===== config.mk =====
export PLATFORM = sky130hd
export DESIGN_NAME = pfm_pin_mux
export DESIGN_NICKNAME = d
export VERILOG_FILES = /design/src/pfm_pkg.sv /design/src/pfm_pin_cell.sv /design/src/pfm_pin_mux.sv
export VERILOG_INCLUDE_DIRS = /design/src
export SDC_FILE = /design/constraint.sdc
export NUM_CORES = 1
export LEC_CHECK = 0
export ABC_AREA = 0
export BUFFER_PORTS_ARGS = -buffer_cell sky130_fd_sc_hd__buf_2
export CAP_MARGIN = 0
export CORE_MARGIN = 10
export CORE_UTILIZATION = 25
export DETAILED_ROUTE_END_ITERATION = 6
export PLACE_DENSITY = 0.58
export REMOVE_ABC_BUFFERS = 1
export SYNTH_ARGS = -nofsm -noshare
export SYNTH_HDL_FRONTEND = slang
export SYNTH_HIERARCHICAL = 1
export SYNTH_SLANG_ARGS = --single-unit

===== constraint.sdc =====
create_clock -name aclk -period 4.2 [get_ports aclk]
set_input_delay 0.42 -clock aclk [delete_from_list [all_inputs] [get_ports aclk]]
set_output_delay 0.42 -clock aclk [all_outputs]
set_load 0.03 [all_outputs]

===== src/pfm_params.svh =====
// Purpose: Constants of the pin function multiplexer
// Assumes: Included by the package, the pin mux, the checker and the bench
// Notes: Offsets are byte addresses on the register bus
`ifndef PFM_PARAMS_SVH
`define PFM_PARAMS_SVH

`define PFM_NUM_PINS 42
`define PFM_AW 5

`define PFM_OFF_FAN_KBD 5'h00
`define PFM_OFF_MISC 5'h04
`define PFM_OFF_WAKEUP 5'h08
`define PFM_OFF_SENSOR 5'h0C
`define PFM_OFF_GAME 5'h10
`define PFM_OFF_FAN2 5'h14
`define PFM_OFF_STATUS 5'h18

`define PFM_RST_FAN_KBD 8'h00
`define PFM_RST_MISC 8'h03
`define PFM_RST_WAKEUP 8'h00
`define PFM_RST_SENSOR 8'h00
`define PFM_RST_GAME 8'h00
`define PFM_RST_FAN2 8'h00
`define PFM_FAN2_MASK 8'h03

`define PFM_WAKE_FIRST_LED_OUT_LSB 1
`define PFM_WAKE_SECOND_LED_OUT_BIT 3
`define PFM_WAKE_RING_LSB 4
`define PFM_WAKE_CHAS_BIT 6
`define PFM_WAKE_PWR_BIT 7
`define PFM_SENS_TS_BIT 6
`define PFM_GAME_FLOP_LSB 0
`define PFM_GAME_DRV_LSB 2
`define PFM_GAME_JOY_BIT 4
`define PFM_GAME_MIDI_BIT 5
`define PFM_GAME_KBD_LSB 6

`define PFM_STRAP_SETTLE 2'h3
`define PFM_RESP_OKAY 2'h0
`define PFM_RESP_SLVERR 2'h2

`endif


===== src/pfm_pkg.sv =====
// Purpose: Types of the pin function multiplexer
// Assumes: pfm_params.svh gives the widths
// Notes: All module state is carried in these structs
`include "pfm_params.svh"

package pfm_pkg;

  typedef enum logic [1:0] {
    PFM_SEL_GPIO = 2'b00,
    PFM_SEL_ALT1 = 2'b01,
    PFM_SEL_ALT2 = 2'b10,
    PFM_SEL_RSVD = 2'b11
  } pfm_sel_e;

  typedef struct packed {
    logic s1;
    logic s2;
    logic out;
    logic oe;
  } pfm_cell_s;

  typedef struct packed {
    logic aw_have;
    logic aw_hi;
    logic [`PFM_AW-1:0] awaddr;
    logic w_have;
    logic [7:0] wdata;
    logic wstrb0;
    logic bvalid;
    logic [1:0] bresp;
    logic rvalid;
    logic [7:0] rdata;
    logic [1:0] rresp;
    logic [7:0] fan_kbd;
    logic [7:0] misc;
    logic [7:0] wakeup;
    logic [7:0] sensor;
    logic [7:0] game;
    logic [7:0] fan2;
    logic [1:0] strap_s1;
    logic [1:0] strap_s2;
    logic [1:0] strap_cnt;
    logic strap_done;
    logic [1:0] strap_val;
  } pfm_state_s;

endpackage


===== src/pfm_pin_cell.sv =====
// Purpose: One multiplexed pad: routes GPIO or one of two alternates
// Assumes: Select code 11 is reserved and behaves as GPIO
// Notes: Pad input is synchronised; pad output and enable are registered
`timescale 1ns/1ps
`default_nettype none

module pfm_pin_cell (
  input wire logic aclk,
  input wire logic aresetn,
  input wire pfm_pkg::pfm_sel_e sel,
  input wire logic gpio_out,
  input wire logic gpio_oe,
  output logic gpio_in,
  input wire logic alt1_out,
  input wire logic alt1_oe,
  output logic alt1_in,
  input wire logic alt2_out,
  input wire logic alt2_oe,
  output logic alt2_in,
  input wire logic pad_in,
  output logic pad_out,
  output logic pad_oe
);
  import pfm_pkg::*;

  pfm_cell_s c_q;
  pfm_cell_s c_d;

  always_comb begin
    c_d = c_q;
    c_d.s1 = pad_in;
    c_d.s2 = c_q.s1;
    case (sel)
      PFM_SEL_ALT1: begin
        c_d.out = alt1_out;
        c_d.oe = alt1_oe;
      end
      PFM_SEL_ALT2: begin
        c_d.out = alt2_out;
        c_d.oe = alt2_oe;
      end
      default: begin
        c_d.out = gpio_out;
        c_d.oe = gpio_oe;
      end
    endcase
  end

  always_ff @(posedge aclk) begin
    if (!aresetn) begin
      c_q <= '0;
    end else begin
      c_q <= c_d;
    end
  end

  // Unselected functions see a quiet low rather than the pad
  assign gpio_in = (sel == PFM_SEL_GPIO || sel == PFM_SEL_RSVD) ? c_q.s2 : 1'b0;
  assign alt1_in = (sel == PFM_SEL_ALT1) ? c_q.s2 : 1'b0;
  assign alt2_in = (sel == PFM_SEL_ALT2) ? c_q.s2 : 1'b0;
  assign pad_out = c_q.out;
  assign pad_oe = c_q.oe;

endmodule

`default_nettype wire


===== src/pfm_pin_mux.sv =====
// Purpose: Pin function multiplexer with its select registers on AXI4-Lite
// Assumes: Peripherals and GPIO sit outside; straps settle before reset ends
// Notes: Pin index map is given per pin in the select decode below
//
// Behaviour
// - fan_kbd_pin_select[1:0]: 00 GPIO, 01 third fan PWM, 10 chassis lock.
// - wakeup_led_pin_select[2:1]: 00 GPIO, 01 first LED, 10 second over-temp.
// - wakeup_led_pin_select[3] picks second LED; initial value from straps.
// - wakeup_led_pin_select[5:4]: 00 GPIO, 01 ring input, 10 alarm output.
// - wakeup_led_pin_select[7] swaps four power pins to standby GP and aux.
// - game_midi_pin_select[1:0]: 00 GPIO, 01 second floppy motor, 10 IR line 2.
// - game_midi_pin_select[3:2]: 00 GPIO, 01 second drive select, 10 IR line 3.
// - game_midi_pin_select[7:6]: 00 GPIO, 01 keyboard line 16, 10 IR line 1.
// - fan2_pin_select[1:0]: 00 GPIO, 10 third fan tachometer input.
// - Straps sampled at standby power-up set LED and power pin selection.
//
// Local design decisions: the AXI4-Lite interface to the registers and the register addresses.
`timescale 1ns/1ps
`default_nettype none

`include "pfm_params.svh"

module pfm_pin_mux #(
  parameter int NUM_PINS = `PFM_NUM_PINS,
  parameter int ADDR_W = 8
) (
  input wire logic aclk,
  input wire logic aresetn,
  input wire logic [ADDR_W-1:0] s_axil_awaddr,
  input wire logic s_axil_awvalid,
  output logic s_axil_awready,
  input wire logic [31:0] s_axil_wdata,
  input wire logic [3:0] s_axil_wstrb,
  input wire logic s_axil_wvalid,
  output logic s_axil_wready,
  output logic [1:0] s_axil_bresp,
  output logic s_axil_bvalid,
  input wire logic s_axil_bready,
  input wire logic [ADDR_W-1:0] s_axil_araddr,
  input wire logic s_axil_arvalid,
  output logic s_axil_arready,
  output logic [31:0] s_axil_rdata,
  output logic [1:0] s_axil_rresp,
  output logic s_axil_rvalid,
  input wire logic s_axil_rready,
  input wire logic pin_select_strap_a,
  input wire logic pin_select_strap_b,
  input wire logic [NUM_PINS-1:0] gpio_out,
  input wire logic [NUM_PINS-1:0] gpio_oe,
  output logic [NUM_PINS-1:0] gpio_in,
  input wire logic [NUM_PINS-1:0] alt1_out,
  input wire logic [NUM_PINS-1:0] alt1_oe,
  output logic [NUM_PINS-1:0] alt1_in,
  input wire logic [NUM_PINS-1:0] alt2_out,
  input wire logic [NUM_PINS-1:0] alt2_oe,
  output logic [NUM_PINS-1:0] alt2_in,
  input wire logic [NUM_PINS-1:0] pad_in,
  output logic [NUM_PINS-1:0] pad_out,
  output logic [NUM_PINS-1:0] pad_oe
);
  import pfm_pkg::*;

  ////////////////////////////////////////////////////////////////////////////
  // Elaboration checks

  if (NUM_PINS != `PFM_NUM_PINS) begin : g_bad_pins
    $error("NUM_PINS must match the fixed pin map");
  end
  if (ADDR_W < `PFM_AW) begin : g_bad_aw
    $error("ADDR_W too small for the register map");
  end
  // Select fields must stay inside their 8-bit registers
  if (`PFM_WAKE_RING_LSB > 6 || `PFM_GAME_KBD_LSB > 6) begin : g_bad_field
    $error("Select field lies outside its register");
  end
  // The synchroniser needs two edges before the straps may be captured
  if (`PFM_STRAP_SETTLE < 2) begin : g_bad_settle
    $error("Strap settle count shorter than the synchroniser");
  end

  localparam pfm_state_s ST_RST = '{
    fan_kbd: `PFM_RST_FAN_KBD,
    // Keyboard reset and gate A20 start on their alternates
    misc: `PFM_RST_MISC,
    wakeup: `PFM_RST_WAKEUP,
    sensor: `PFM_RST_SENSOR,
    game: `PFM_RST_GAME,
    fan2: `PFM_RST_FAN2,
    default: '0
  };

  pfm_state_s s_q;
  pfm_state_s s_d;
  pfm_sel_e sel [NUM_PINS];

  ////////////////////////////////////////////////////////////////////////////
  // Helpers

  function automatic pfm_sel_e one_bit(input logic b);
    return b ? PFM_SEL_ALT1 : PFM_SEL_GPIO;
  endfunction

  function automatic logic addr_hi(input logic [ADDR_W-1:0] a);
    logic [ADDR_W-1:0] m;
    m = a >> `PFM_AW;
    return |m;
  endfunction

  // Only byte lane 0 carries data; upper lanes are accepted and ignored
  function automatic logic [8:0] rd_reg(input pfm_state_s s, input logic [`PFM_AW-1:0] a);
    case (a)
      `PFM_OFF_FAN_KBD: return {1'b1, s.fan_kbd};
      `PFM_OFF_MISC: return {1'b1, s.misc};
      `PFM_OFF_WAKEUP: return {1'b1, s.wakeup};
      `PFM_OFF_SENSOR: return {1'b1, s.sensor};
      `PFM_OFF_GAME: return {1'b1, s.game};
      `PFM_OFF_FAN2: return {1'b1, s.fan2};
      `PFM_OFF_STATUS: return {1'b1, 5'h00, s.strap_done, s.strap_val};
      default: return 9'h000;
    endcase
  endfunction

  ////////////////////////////////////////////////////////////////////////////
  // Register bus and strap capture
  // A write answers the cycle after both halves are held, a read the cycle
  // after its address is taken; one of each may be in flight.

  always_comb begin
    logic hit;
    logic [8:0] rd;
    hit = 1'b0;
    rd = 9'h000;
    s_d = s_q;

    // Strap synchroniser: first stage feeds only the second
    s_d.strap_s1 = {pin_select_strap_b, pin_select_strap_a};
    s_d.strap_s2 = s_q.strap_s1;

    // Address and data may arrive in either order
    if (s_axil_awvalid && s_axil_awready) begin
      s_d.aw_have = 1'b1;
      s_d.awaddr = s_axil_awaddr[`PFM_AW-1:0];
      s_d.aw_hi = addr_hi(s_axil_awaddr);
    end
    if (s_axil_wvalid && s_axil_wready) begin
      s_d.w_have = 1'b1;
      s_d.wdata = s_axil_wdata[7:0];
      s_d.wstrb0 = s_axil_wstrb[0];
    end

    if (s_q.bvalid && s_axil_bready) begin
      s_d.bvalid = 1'b0;
    end

    if (s_d.aw_have && s_d.w_have && !s_q.bvalid) begin
      s_d.aw_have = 1'b0;
      s_d.w_have = 1'b0;
      s_d.bvalid = 1'b1;
      hit = !s_d.aw_hi;
      if (hit && s_d.wstrb0) begin
        case (s_d.awaddr)
          `PFM_OFF_FAN_KBD: s_d.fan_kbd = s_d.wdata;
          `PFM_OFF_MISC: s_d.misc = s_d.wdata;
          `PFM_OFF_WAKEUP: s_d.wakeup = s_d.wdata;
          `PFM_OFF_SENSOR: s_d.sensor = s_d.wdata;
          `PFM_OFF_GAME: s_d.game = s_d.wdata;
          `PFM_OFF_FAN2: s_d.fan2 = s_d.wdata & `PFM_FAN2_MASK;
          `PFM_OFF_STATUS: s_d.fan2 = s_d.fan2;
          default: hit = 1'b0;
        endcase
      end else if (hit) begin
        case (s_d.awaddr)
          `PFM_OFF_FAN_KBD, `PFM_OFF_MISC, `PFM_OFF_WAKEUP,
          `PFM_OFF_SENSOR, `PFM_OFF_GAME, `PFM_OFF_FAN2,
          `PFM_OFF_STATUS: hit = 1'b1;
          default: hit = 1'b0;
        endcase
      end
      s_d.bresp = hit ? `PFM_RESP_OKAY : `PFM_RESP_SLVERR;
    end

    if (s_q.rvalid && s_axil_rready) begin
      s_d.rvalid = 1'b0;
    end
    if (s_axil_arvalid && s_axil_arready) begin
      rd = addr_hi(s_axil_araddr) ? 9'h000 : rd_reg(s_q, s_axil_araddr[`PFM_AW-1:0]);
      s_d.rvalid = 1'b1;
      s_d.rdata = rd[7:0];
      s_d.rresp = rd[8] ? `PFM_RESP_OKAY : `PFM_RESP_SLVERR;
    end

    // One-time capture of the straps once the synchroniser has filled;
    // it overrides a software write landing in the same cycle.
    if (!s_q.strap_done) begin
      s_d.strap_cnt = s_q.strap_cnt + 2'h1;
      if (s_q.strap_cnt == `PFM_STRAP_SETTLE) begin
        s_d.strap_done = 1'b1;
        s_d.strap_val = s_q.strap_s2;
        s_d.wakeup[`PFM_WAKE_SECOND_LED_OUT_BIT] = s_q.strap_s2[0];
        s_d.wakeup[`PFM_WAKE_FIRST_LED_OUT_LSB +: 2] = {1'b0, s_q.strap_s2[0]};
        s_d.wakeup[`PFM_WAKE_PWR_BIT] = s_q.strap_s2[1];
      end
    end
  end

  always_ff @(posedge aclk) begin
    if (!aresetn) begin
      s_q <= ST_RST;
    end else begin
      s_q <= s_d;
    end
  end

  assign s_axil_awready = !s_q.aw_have && !s_q.bvalid;
  assign s_axil_wready = !s_q.w_have && !s_q.bvalid;
  assign s_axil_bvalid = s_q.bvalid;
  assign s_axil_bresp = s_q.bresp;
  assign s_axil_arready = !s_q.rvalid;
  assign s_axil_rvalid = s_q.rvalid;
  assign s_axil_rdata = {24'h0000_00, s_q.rdata};
  assign s_axil_rresp = s_q.rresp;

  ////////////////////////////////////////////////////////////////////////////
  // Select decode, one entry per pad index.
  // Shared alternates are not arbitrated here: software keeps them unique.

  for (genvar p = 0; p < NUM_PINS; p++) begin : g_sel
    case (p)
      // third_fan_pwm_out / chassis_lock_out; 11 falls back to GPIO
      0: begin : g_fan_pwm
        assign sel[p] = pfm_sel_e'(s_q.fan_kbd[1:0]);
      end
      // Fan tach/PWM pairs and two keyboard lines
      1, 2, 3, 4, 5, 6: begin : g_fan_kbd
        assign sel[p] = one_bit(s_q.fan_kbd[p+1]);
      end
      // keyboard_reset_out and gate_a20_out are alt1, reset value 1
      7, 8, 9: begin : g_misc_low
        assign sel[p] = one_bit(s_q.misc[p-7]);
      end
      // Single wake-up register pin
      10: begin : g_wake_single
        assign sel[p] = one_bit(s_q.wakeup[0]);
      end
      // first_led_out / second_overtemp_out
      11: begin : g_first_led_out
        assign sel[p] = pfm_sel_e'(s_q.wakeup[`PFM_WAKE_FIRST_LED_OUT_LSB +: 2]);
      end
      // second_led_out
      12: begin : g_second_led_out
        assign sel[p] = one_bit(s_q.wakeup[`PFM_WAKE_SECOND_LED_OUT_BIT]);
      end
      // Ring wake input / alarm output
      13: begin : g_ring
        assign sel[p] = pfm_sel_e'(s_q.wakeup[`PFM_WAKE_RING_LSB +: 2]);
      end
      // Chassis intrusion output
      14: begin : g_chassis
        assign sel[p] = one_bit(s_q.wakeup[`PFM_WAKE_CHAS_BIT]);
      end
      // alt1 = power_button_out, power_supply_on_out, power_button_in,
      // sleep_state5_in (bit clear); GPIO side = standby_gp_out_a,
      // standby_gp_out_b, standby_gp_in, auxiliary_in
      15, 16, 17, 18: begin : g_power
        assign sel[p] = one_bit(!s_q.wakeup[`PFM_WAKE_PWR_BIT]);
      end
      // Diode inputs on GPIO side, thermistor inputs on alt1
      19, 20, 21: begin : g_thermal
        assign sel[p] = one_bit(s_q.sensor[`PFM_SENS_TS_BIT]);
      end
      // Both bus lines follow one bit, so they cannot be split
      22, 23: begin : g_misc_pair
        assign sel[p] = one_bit(s_q.misc[5]);
      end
      // Two output singles
      24, 25: begin : g_misc_high
        assign sel[p] = one_bit(s_q.misc[p-18]);
      end
      // Infrared receive inputs
      26, 27: begin : g_infrared_in
        assign sel[p] = one_bit(s_q.sensor[p-26]);
      end
      // second_floppy_motor_out / infrared_select_line2
      28: begin : g_floppy
        assign sel[p] = pfm_sel_e'(s_q.game[`PFM_GAME_FLOP_LSB +: 2]);
      end
      // second_drive_select_out / infrared_select_line3
      29: begin : g_drive
        assign sel[p] = pfm_sel_e'(s_q.game[`PFM_GAME_DRV_LSB +: 2]);
      end
      // Joystick axes and buttons
      30, 31, 32, 33, 34, 35, 36, 37: begin : g_joystick
        assign sel[p] = one_bit(s_q.game[`PFM_GAME_JOY_BIT]);
      end
      // MIDI transmit and receive
      38, 39: begin : g_midi
        assign sel[p] = one_bit(s_q.game[`PFM_GAME_MIDI_BIT]);
      end
      // keyboard_port_line16 / infrared_select_line1
      40: begin : g_kbd16
        assign sel[p] = pfm_sel_e'(s_q.game[`PFM_GAME_KBD_LSB +: 2]);
      end
      // third_fan_tach_in sits on alt2; code 01 keeps GPIO
      41: begin : g_tach
        assign sel[p] = (s_q.fan2[1:0] == 2'b10) ? PFM_SEL_ALT2 : PFM_SEL_GPIO;
      end
      // Unreachable while the pad count is fixed
      default: begin : g_none
        assign sel[p] = PFM_SEL_GPIO;
      end
    endcase
  end

  ////////////////////////////////////////////////////////////////////////////
  // Pad cells
  // Each cell registers its drive, so a select change shows one edge later

  for (genvar p = 0; p < NUM_PINS; p++) begin : g_pad
    pfm_pin_cell u_cell (
      .aclk(aclk),
      .aresetn(aresetn),
      .sel(sel[p]),
      .gpio_out(gpio_out[p]),
      .gpio_oe(gpio_oe[p]),
      .gpio_in(gpio_in[p]),
      .alt1_out(alt1_out[p]),
      .alt1_oe(alt1_oe[p]),
      .alt1_in(alt1_in[p]),
      .alt2_out(alt2_out[p]),
      .alt2_oe(alt2_oe[p]),
      .alt2_in(alt2_in[p]),
      .pad_in(pad_in[p]),
      .pad_out(pad_out[p]),
      .pad_oe(pad_oe[p])
    );
  end

endmodule

`default_nettype wire


## Word-level counts from Yosys, hierarchy flattened

Cells that the tools add are included.

| storage, ports and cells | value |
|---|---|
| flip-flop bits (word level) | 250 |
| output and inout port bits | 251 |
| word-level logic and storage cells | 596 |

| operators by class | value |
|---|---|
| $add $sub $neg | 1 |
| equality and inequality tests | 98 |
| mux-type cells | 218 |
| bitwise gates (word level) | 2 |
| reductions and logical operators | 86 |

Operators by type and width:

| operator | number |
|---|---|
| $pmux 2 s2 | 42 |
| $mux 1 | 156 |
| $eq 1x2->1 const B | 42 |
| $mux 32 | 2 |
| $pmux 9 s7 | 1 |
| $logic_not 2->1 | 28 |
| $eq 2x2->1 const B | 16 |
| $eq 5x5->1 const B | 6 |
| $logic_or 1x1->1 | 28 |
| $mux 8 | 3 |
| $eq 1x1->1 const B | 21 |
| $eq 5x4->1 const B | 4 |
| $mux 9 | 2 |
| $reduce_and 3->1 | 6 |
| $mux 3 | 5 |
| $eq 2x1->1 const B | 7 |
| $mux 11 | 1 |
| $eq 5x3->1 const B | 2 |
| $logic_and 1x1->1 | 10 |
| $logic_not 5->1 | 2 |
| $mux 10 | 1 |
| $mux 2 | 4 |
| $mux 7 | 1 |
| $reduce_or 7->1 | 1 |
| 7 further kinds | 14 |

## Logic depth before layout (Yosys ltp)

| depth | value |
|---|---|
| depth in word-level cells | 12 |
| mapped depth | 8 |
| depth with buffers taken out | 5 |

## By module

The synthesis kept the hierarchy.

By module, submodules not included:

| module | instances | cells an instance | area each (um2) |
|---|---|---|---|
| pfm_pin_cell (g_pad[0].u_cell ...) | 32 | 19 | 191.4 |
| pfm_pin_mux | 1 | 412 | 3784.9 |
| pfm_pin_cell (g_pad[39].u_cell ...) | 10 | 19 | 192.7 |

## Worst setup path before layout

No wires, ideal clock.

| timing | value |
|---|---|
| path kind | flip-flop to flip-flop |
| start point | register s_q (netlist bit s_axil_bvalid) |
| end point | register s_q[29] (netlist bit) |
| arrival time | 2.191 ns |
| setup slack | 1.937 ns |
| stages on the path, launching flop included | 7 |
| buffers on the path | 1 |
| clock period less this slack | 2.263 ns |
| cells stage by stage | dfxtp_1 -> buf_4 -> nor3b_4 -> mux2i_1 -> nand4_2 -> nor2_2 -> mux2i_1 |

| on the way | value |
|---|---|
| word-level cells in the longest chain between the ends | 7 |

RTL lines:

| item | RTL line | RTL |
|---|---|---|
| from (decl) | pfm_pin_mux.sv:92 | `pfm_state_s s_q;` |
| from (signal assigned) | pfm_pin_mux.sv:208 | `s_q <= ST_RST;` |
| from (signal assigned) | pfm_pin_mux.sv:210 | `s_q <= s_d;` |
| $logic_not 1->1 (*) | pfm_pin_mux.sv:155, pfm_pin_mux.sv:214, pfm_pin_mux.sv:215 |  |
| parallel branches: the longest is 6 deep, another holds $mux 7 | n/a |  |

Every way passes the cells marked *.
A chain may end at the register's enable or synchronous reset.

## Worst setup path after layout

| timing | value |
|---|---|
| start point | register s_q (netlist bit s_axil_bvalid) |
| end point | register s_q[36] (netlist bit) |

| on the way | value |
|---|---|
| word-level cells in the longest chain between the ends | 10 |

RTL lines:

| item | RTL line | RTL |
|---|---|---|
| $logic_not 1->1 (*) | pfm_pin_mux.sv:155, pfm_pin_mux.sv:214, pfm_pin_mux.sv:215 |  |
| $logic_and 1x1->1 | pfm_pin_mux.sv:214 | `assign s_axil_awready = !s_q.aw_have && !s_q.bvalid;` |
| $logic_and 1x1->1 | pfm_pin_mux.sv:140 | `if (s_axil_awvalid && s_axil_awready) begin` |
| $mux 7 | pfm_pin_mux.sv:140 |  |
| $eq 5x4->1 or $logic_not 1->1 (tied branches) | pfm_pin_mux.sv:161, pfm_pin_mux.sv:159 |  |
| $mux 8 or $logic_and 1x1->1 (tied branches) | pfm_pin_mux.sv:161, pfm_pin_mux.sv:160 |  |
| $mux 32 | pfm_pin_mux.sv:160 | `if (hit && s_d.wstrb0) begin` |
| $mux 32 (*) | pfm_pin_mux.sv:155 | `if (s_d.aw_have && s_d.w_have && !s_q.bvalid) begin` |
| $mux 3 | pfm_pin_mux.sv:196 | `` if (s_q.strap_cnt == `PFM_STRAP_SETTLE) begin `` |
| $mux 3 (*) | pfm_pin_mux.sv:194 | `if (!s_q.strap_done) begin` |

Mark *: on every way between the ends. The rest lies on a longest branch, timed or not.

==> flow_summary.html <==
<table>
<tr><th>Metric</th><th>Value</th></tr>
<tr><th colspan="2">Die</th></tr>
<tr><td>Initial core utilization</td><td>25.4%</td></tr>
<tr><td>Top-Level Pins</td><td>606</td></tr>
<tr><td>DIE WIDTH</td><td>238 microns</td></tr>
<tr><td>Floorplan core area</td><td>46700 sq um</td></tr>
<tr><td>Number of cell rows</td><td>79</td></tr>
<tr><td>Area of the die</td><td>56500 sq um</td></tr>
<tr><td>Die Y-Extent</td><td>238 microns</td></tr>
<tr><th colspan="2">Outcome</th></tr>
<tr><td>Outcome</td><td>finished clean</td></tr>
<tr><th colspan="2">STA</th></tr>
<tr><td>Worst-margin pin slew</td><td>0.922 ns</td></tr>
<tr><td>Worst clock skew</td><td>0.0244 ns</td></tr>
<tr><td>Fmax</td><td>333 MHz</td></tr>
<tr><td>Final total negative setup slack</td><td>0 ns</td></tr>
<tr><td>Hold Violations, Final</td><td>0</td></tr>
<tr><td>Setup repair after global routing missed its margin</td><td>no</td></tr>
<tr><td>Shortest clock period the worst path allows after layout</td><td>3.00 ns</td></tr>
<tr><td>Final number of setup-violating endpoints</td><td>0</td></tr>
<tr><td>Max-slew violation count</td><td>0</td></tr>
<tr><td>Worst slew margin</td><td>38.4%</td></tr>
<tr><td>Fraction of the cycle the final worst path needs</td><td>71.4%</td></tr>
<tr><th colspan="2">Clocking</th></tr>
<tr><td>Clock latency on the worst-skew pair</td><td>0.59 ns</td></tr>
<tr><td>Clk pin slew, worst setup/hold paths</td><td>0.06 ns</td></tr>
<tr><td>H-tree depth</td><td>1</td></tr>
<tr><td>CTS Buf Count</td><td>31</td></tr>
<tr><td>Hold-fix buffer count after cts</td><td>16</td></tr>
<tr><td>Post-cts gate resize count</td><td>0</td></tr>
<tr><td>TritonCTS Sinks</td><td>248</td></tr>
<tr><td>Cell chosen for the clock root</td><td>clkbuf_16</td></tr>
<tr><td>CTS max path bufs</td><td>3</td></tr>
<tr><td>Post-CTS setup-driven buffer insertion count</td><td>0</td></tr>
<tr><td>TritonCTS clock tree</td><td>done</td></tr>
<tr><th colspan="2">Logic synthesis</th></tr>
<tr><td>Average cell area after synthesis</td><td>9.78 sq um</td></tr>
<tr><td>Sequential-to-total area share from yosys stat</td><td>41.9%</td></tr>
<tr><td>Flops &amp; latches, synth</td><td>248</td></tr>
<tr><td>Area share of the leading cell type in the synthesized netlist</td><td>41.9%</td></tr>
<tr><td>Post-synthesis instance total</td><td>1210</td></tr>
<tr><td>Synth unique cells</td><td>47</td></tr>
<tr><td>Library cell occupying the most area in the post-synthesis netlist</td><td>dfxtp_1</td></tr>
<tr><td>Top cells by area, synth</td><td>dfxtp_1 (42%), and2_1 (11%), ha_1 (9.0%)</td></tr>
<tr><td>Total standard cell area after synthesis</td><td>11800 sq um</td></tr>
<tr><td>Yosys warnings</td><td>6</td></tr>
<tr><th colspan="2">Routing</th></tr>
<tr><td>Post-detailed-route wirelength per cell</td><td>18.1 microns</td></tr>
<tr><td>Via-per-instance ratio</td><td>4.34</td></tr>
<tr><td>Drt drc</td><td>0</td></tr>
<tr><td>Iteration count of the initial detailed-routing pass</td><td>7</td></tr>
<tr><td>Via count</td><td>10700</td></tr>
<tr><td>Iteration-0 DRC count of the detailed router</td><td>494</td></tr>
<tr><td>Detail Route Antenna Nets</td><td>0</td></tr>
<tr><td>Detailed Route WL</td><td>44.3 mm</td></tr>
<tr><th colspan="2">Critical path</th></tr>
<tr><td>Worst-path cell with the longest stage delay</td><td>nor3b_4</td></tr>
<tr><td>Sequence of cells on the critical path</td><td>nor3b_4, mux2i_1, and4_1, nand2_1, o311ai_1</td></tr>
<tr><td>Setup Crit Path Kind</td><td>reg2reg</td></tr>
<tr><td>Endpoint class of the critical path</td><td>flip-flop</td></tr>
<tr><td>Arrival time worst endpoint</td><td>3.49 ns</td></tr>
<tr><td>Buffering stage count on the worst path with inverters included</td><td>0</td></tr>
<tr><td>RR Endpoint</td><td>s_q[36]$_SDFF_PN0_</td></tr>
<tr><td>Critical path peak fanout</td><td>15</td></tr>
<tr><td>CP Launch Point</td><td>s_axil_bvalid$_SDFFE_PN0P_</td></tr>
<tr><td>Capture point of the critical path</td><td>s_q[36]$_SDFF_PN0_</td></tr>
<tr><td>Critical path depth in cells</td><td>5</td></tr>
<tr><td>Type of element launching the critical path</td><td>flip-flop</td></tr>
<tr><td>Critical R2R Launch</td><td>s_axil_bvalid$_SDFFE_PN0P_</td></tr>
<tr><td>Crit path required time</td><td>4.69 ns</td></tr>
<tr><td>Category of cells accounting for the largest share of critical-path delay</td><td>simple AND/OR/NAND/NOR gates</td></tr>
<tr><td>Worst reg2reg setup slack</td><td>1.20 ns</td></tr>
<tr><td>Worst path max stage delay</td><td>0.71 ns</td></tr>
<tr><td>Worst Reg-to-Reg Cells</td><td>5</td></tr>
<tr><th colspan="2">Place</th></tr>
<tr><td>Port bufs</td><td>516</td></tr>
<tr><td>Detailed-placement wirelength estimate</td><td>36.3 mm</td></tr>
<tr><td>Routability congestion estimate</td><td>0.952</td></tr>
<tr><td>Dpl cell area</td><td>15200 sq um</td></tr>
<tr><th colspan="2">Job</th></tr>
<tr><td>Max Cap Violations</td><td>0</td></tr>
<tr><th colspan="2">Min path</th></tr>
<tr><td>HP Class</td><td>in2reg</td></tr>
<tr><td>Startpoint of the tightest hold check path</td><td>pad_in[3]</td></tr>
<tr><th colspan="2">Pwr</th></tr>
<tr><td>Leakage dissipation</td><td>8.15 nW</td></tr>
<tr><td>Largest voltage drop on the vdd net</td><td>0.000251 V</td></tr>
<tr><td>Areal power density over the cells</td><td>374 nW/um^2</td></tr>
<tr><th colspan="2">GRT</th></tr>
<tr><td>Overall routing resource usage</td><td>14.8%</td></tr>
<tr><td>GR Overflow Total</td><td>0</td></tr>
<tr><td>Via count of the first global-routing pass</td><td>11100</td></tr>
<tr><td>Number of antenna violations at the first check in global routing</td><td>12</td></tr>
<tr><td>Maximum number of pins on one net before global-route repair</td><td>166</td></tr>
<tr><td>Wire length of the first global-routing pass</td><td>65.8 mm</td></tr>
<tr><th colspan="2">Layout</th></tr>
<tr><td>Layout cells sized above 1</td><td>33.3%</td></tr>
<tr><td>Synthesis-to-layout area growth</td><td>38.9%</td></tr>
<tr><td>Filler Cell Count</td><td>4871</td></tr>
<tr><td>Number of nets in the final layout</td><td>2261</td></tr>
<tr><td>Area of all placed cells without fillers</td><td>16400 sq um</td></tr>
</table>
## sequential cells by signal, indices dropped and copies added, names as in the netlist
register              cells
s_axil_rvalid             1
s_q                      66
g_pad.u_cell/c_q         42
g_pad.u_cell/pad_out     42
s_axil_bresp              1
g_pad.u_cell/c_d         42
s_d                       2
s_axil_rdata              8
g_pad.u_cell/pad_oe      42
s_axil_bvalid             1
s_axil_rresp              1
## cells in the mapped netlist (all sizes together)
master,number
o22ai,3
nand3,14
and4,1
a31oi,5
o311ai,1
and3,84
a211o,1
nor4,2
nand3b,2
nor2b,9
nand2b,2
ha,85
nor3b,3
and2,217
conb,1
mux4,5
inv,91
a221o,84
a211oi,10
or3,2
nand4,3
xor2,1
o211ai,3
a21oi,24
mux2,13
a311oi,1
a22oi,3
nor3,33
nor2,35
buf,42
clkbuf,14
dfxtp,248
nand2,35
mux2i,36
o21ai,13
or2b,84
## layout make-up
type | count | area, sq um | share of cell area (%)
Antenna cell | 4 | 10.0 | 0.0609
Clock buffer | 42 | 887 | 5.39
Clock inverter | 16 | 154 | 0.936
Inverter | 91 | 342 | 2.08
Multi-Input combinational cell | 912 | 6530 | 39.7
Sequential cell | 248 | 4960 | 30.2
Tap cell | 607 | 759 | 4.62
Timing Repair Buffer | 537 | 2800 | 17.0
## placed cells by master, fill, tap and decap left out, drive strengths merged, types with 2 or more instances in the layout
cell	count
buf	521
dfxtp	248
and2	217
conb	98
inv	92
ha	85
a221o	84
or2b	84
and3	84
clkbuf	42
mux2i	36
nand2	35
nor2	35
nor3	33
a21oi	24
dlygate4sd3	16
nand3	14
mux2	13
o21ai	13
clkinv	11
a211oi	10
nor2b	9
mux4	5
a31oi	5
diode	4
o211ai	3
a22oi	3
o22ai	3
nor3b	3
nand4	3
or3	2
nand3b	2
nand2b	2
nor4	2
clkinvlp	2
bufinv	2
## logic make-up after synthesis
group                    synth area share, %
XOR/XNOR                              0.0740
AND/OR/NAND/NOR                         27.4
other                                 0.0317
multiplexers                            5.23
flip-flops                              41.9
AO/OA/AOI/OAI                           10.3
adder cells (fa/ha/maj)                 8.98
buffers and inverters                   5.96
## per-layer routing
metal	share of wire, %	track usage, %	vias to the layer above
li1	-	-	5268
met1	40	16.6	4891
met2	48	25.5	406
met3	8.6	5.29	78
met4	2.8	5.19	16
met5	0.20	0	-
## power breakdown
part / total, mW / leakage, nW / switching [mW] / internal [mW]
logic: 0.940 / 5.59 / 0.558 / 0.382
registers: 2.53 / 2.04 / 0.0507 / 2.48
clock network: 2.69 / 0.519 / 1.09 / 1.60
total: 6.16 / 8.15 / 1.70 / 4.46
## metrics by stage
| step | total power, mW | util, % | worst slack [ns] | hold slack (ns) | instances |
|---|---|---|---|---|---|
| after floorplan | 3.12 | - | 1.52 | 0.412 | 1251 |
| after global placement | 3.49 | 32.6 | 1.19 | 0.414 | 2379 |
| after detailed placement | 3.50 | 32.6 | 1.14 | 0.418 | 2379 |
| after CTS | 6.27 | 35.2 | 1.21 | 0.000122 | 2453 |
| after global routing | 6.44 | 35.2 | 0.913 | 0.00993 | 2457 |
| final | 6.16 | 35.2 | 1.20 | 0.0385 | 2457 |
## worst min-delay path by stage
stage / cells after the start / endpoint
floorplan: 1 / g_pad[0].u_cell/c_q[2]$_SDFF_PN0_
global placement: 1 / g_pad[3].u_cell/c_q[2]$_SDFF_PN0_
detailed placement: 1 / g_pad[1].u_cell/c_q[2]$_SDFF_PN0_
CTS: 2 / g_pad[3].u_cell/c_d[2]$_SDFF_PN0_
global route: 2 / g_pad[41].u_cell/c_d[2]$_SDFF_PN0_
finish: 2 / g_pad[3].u_cell/c_d[2]$_SDFF_PN0_
(Power assumes the default switching activity.)
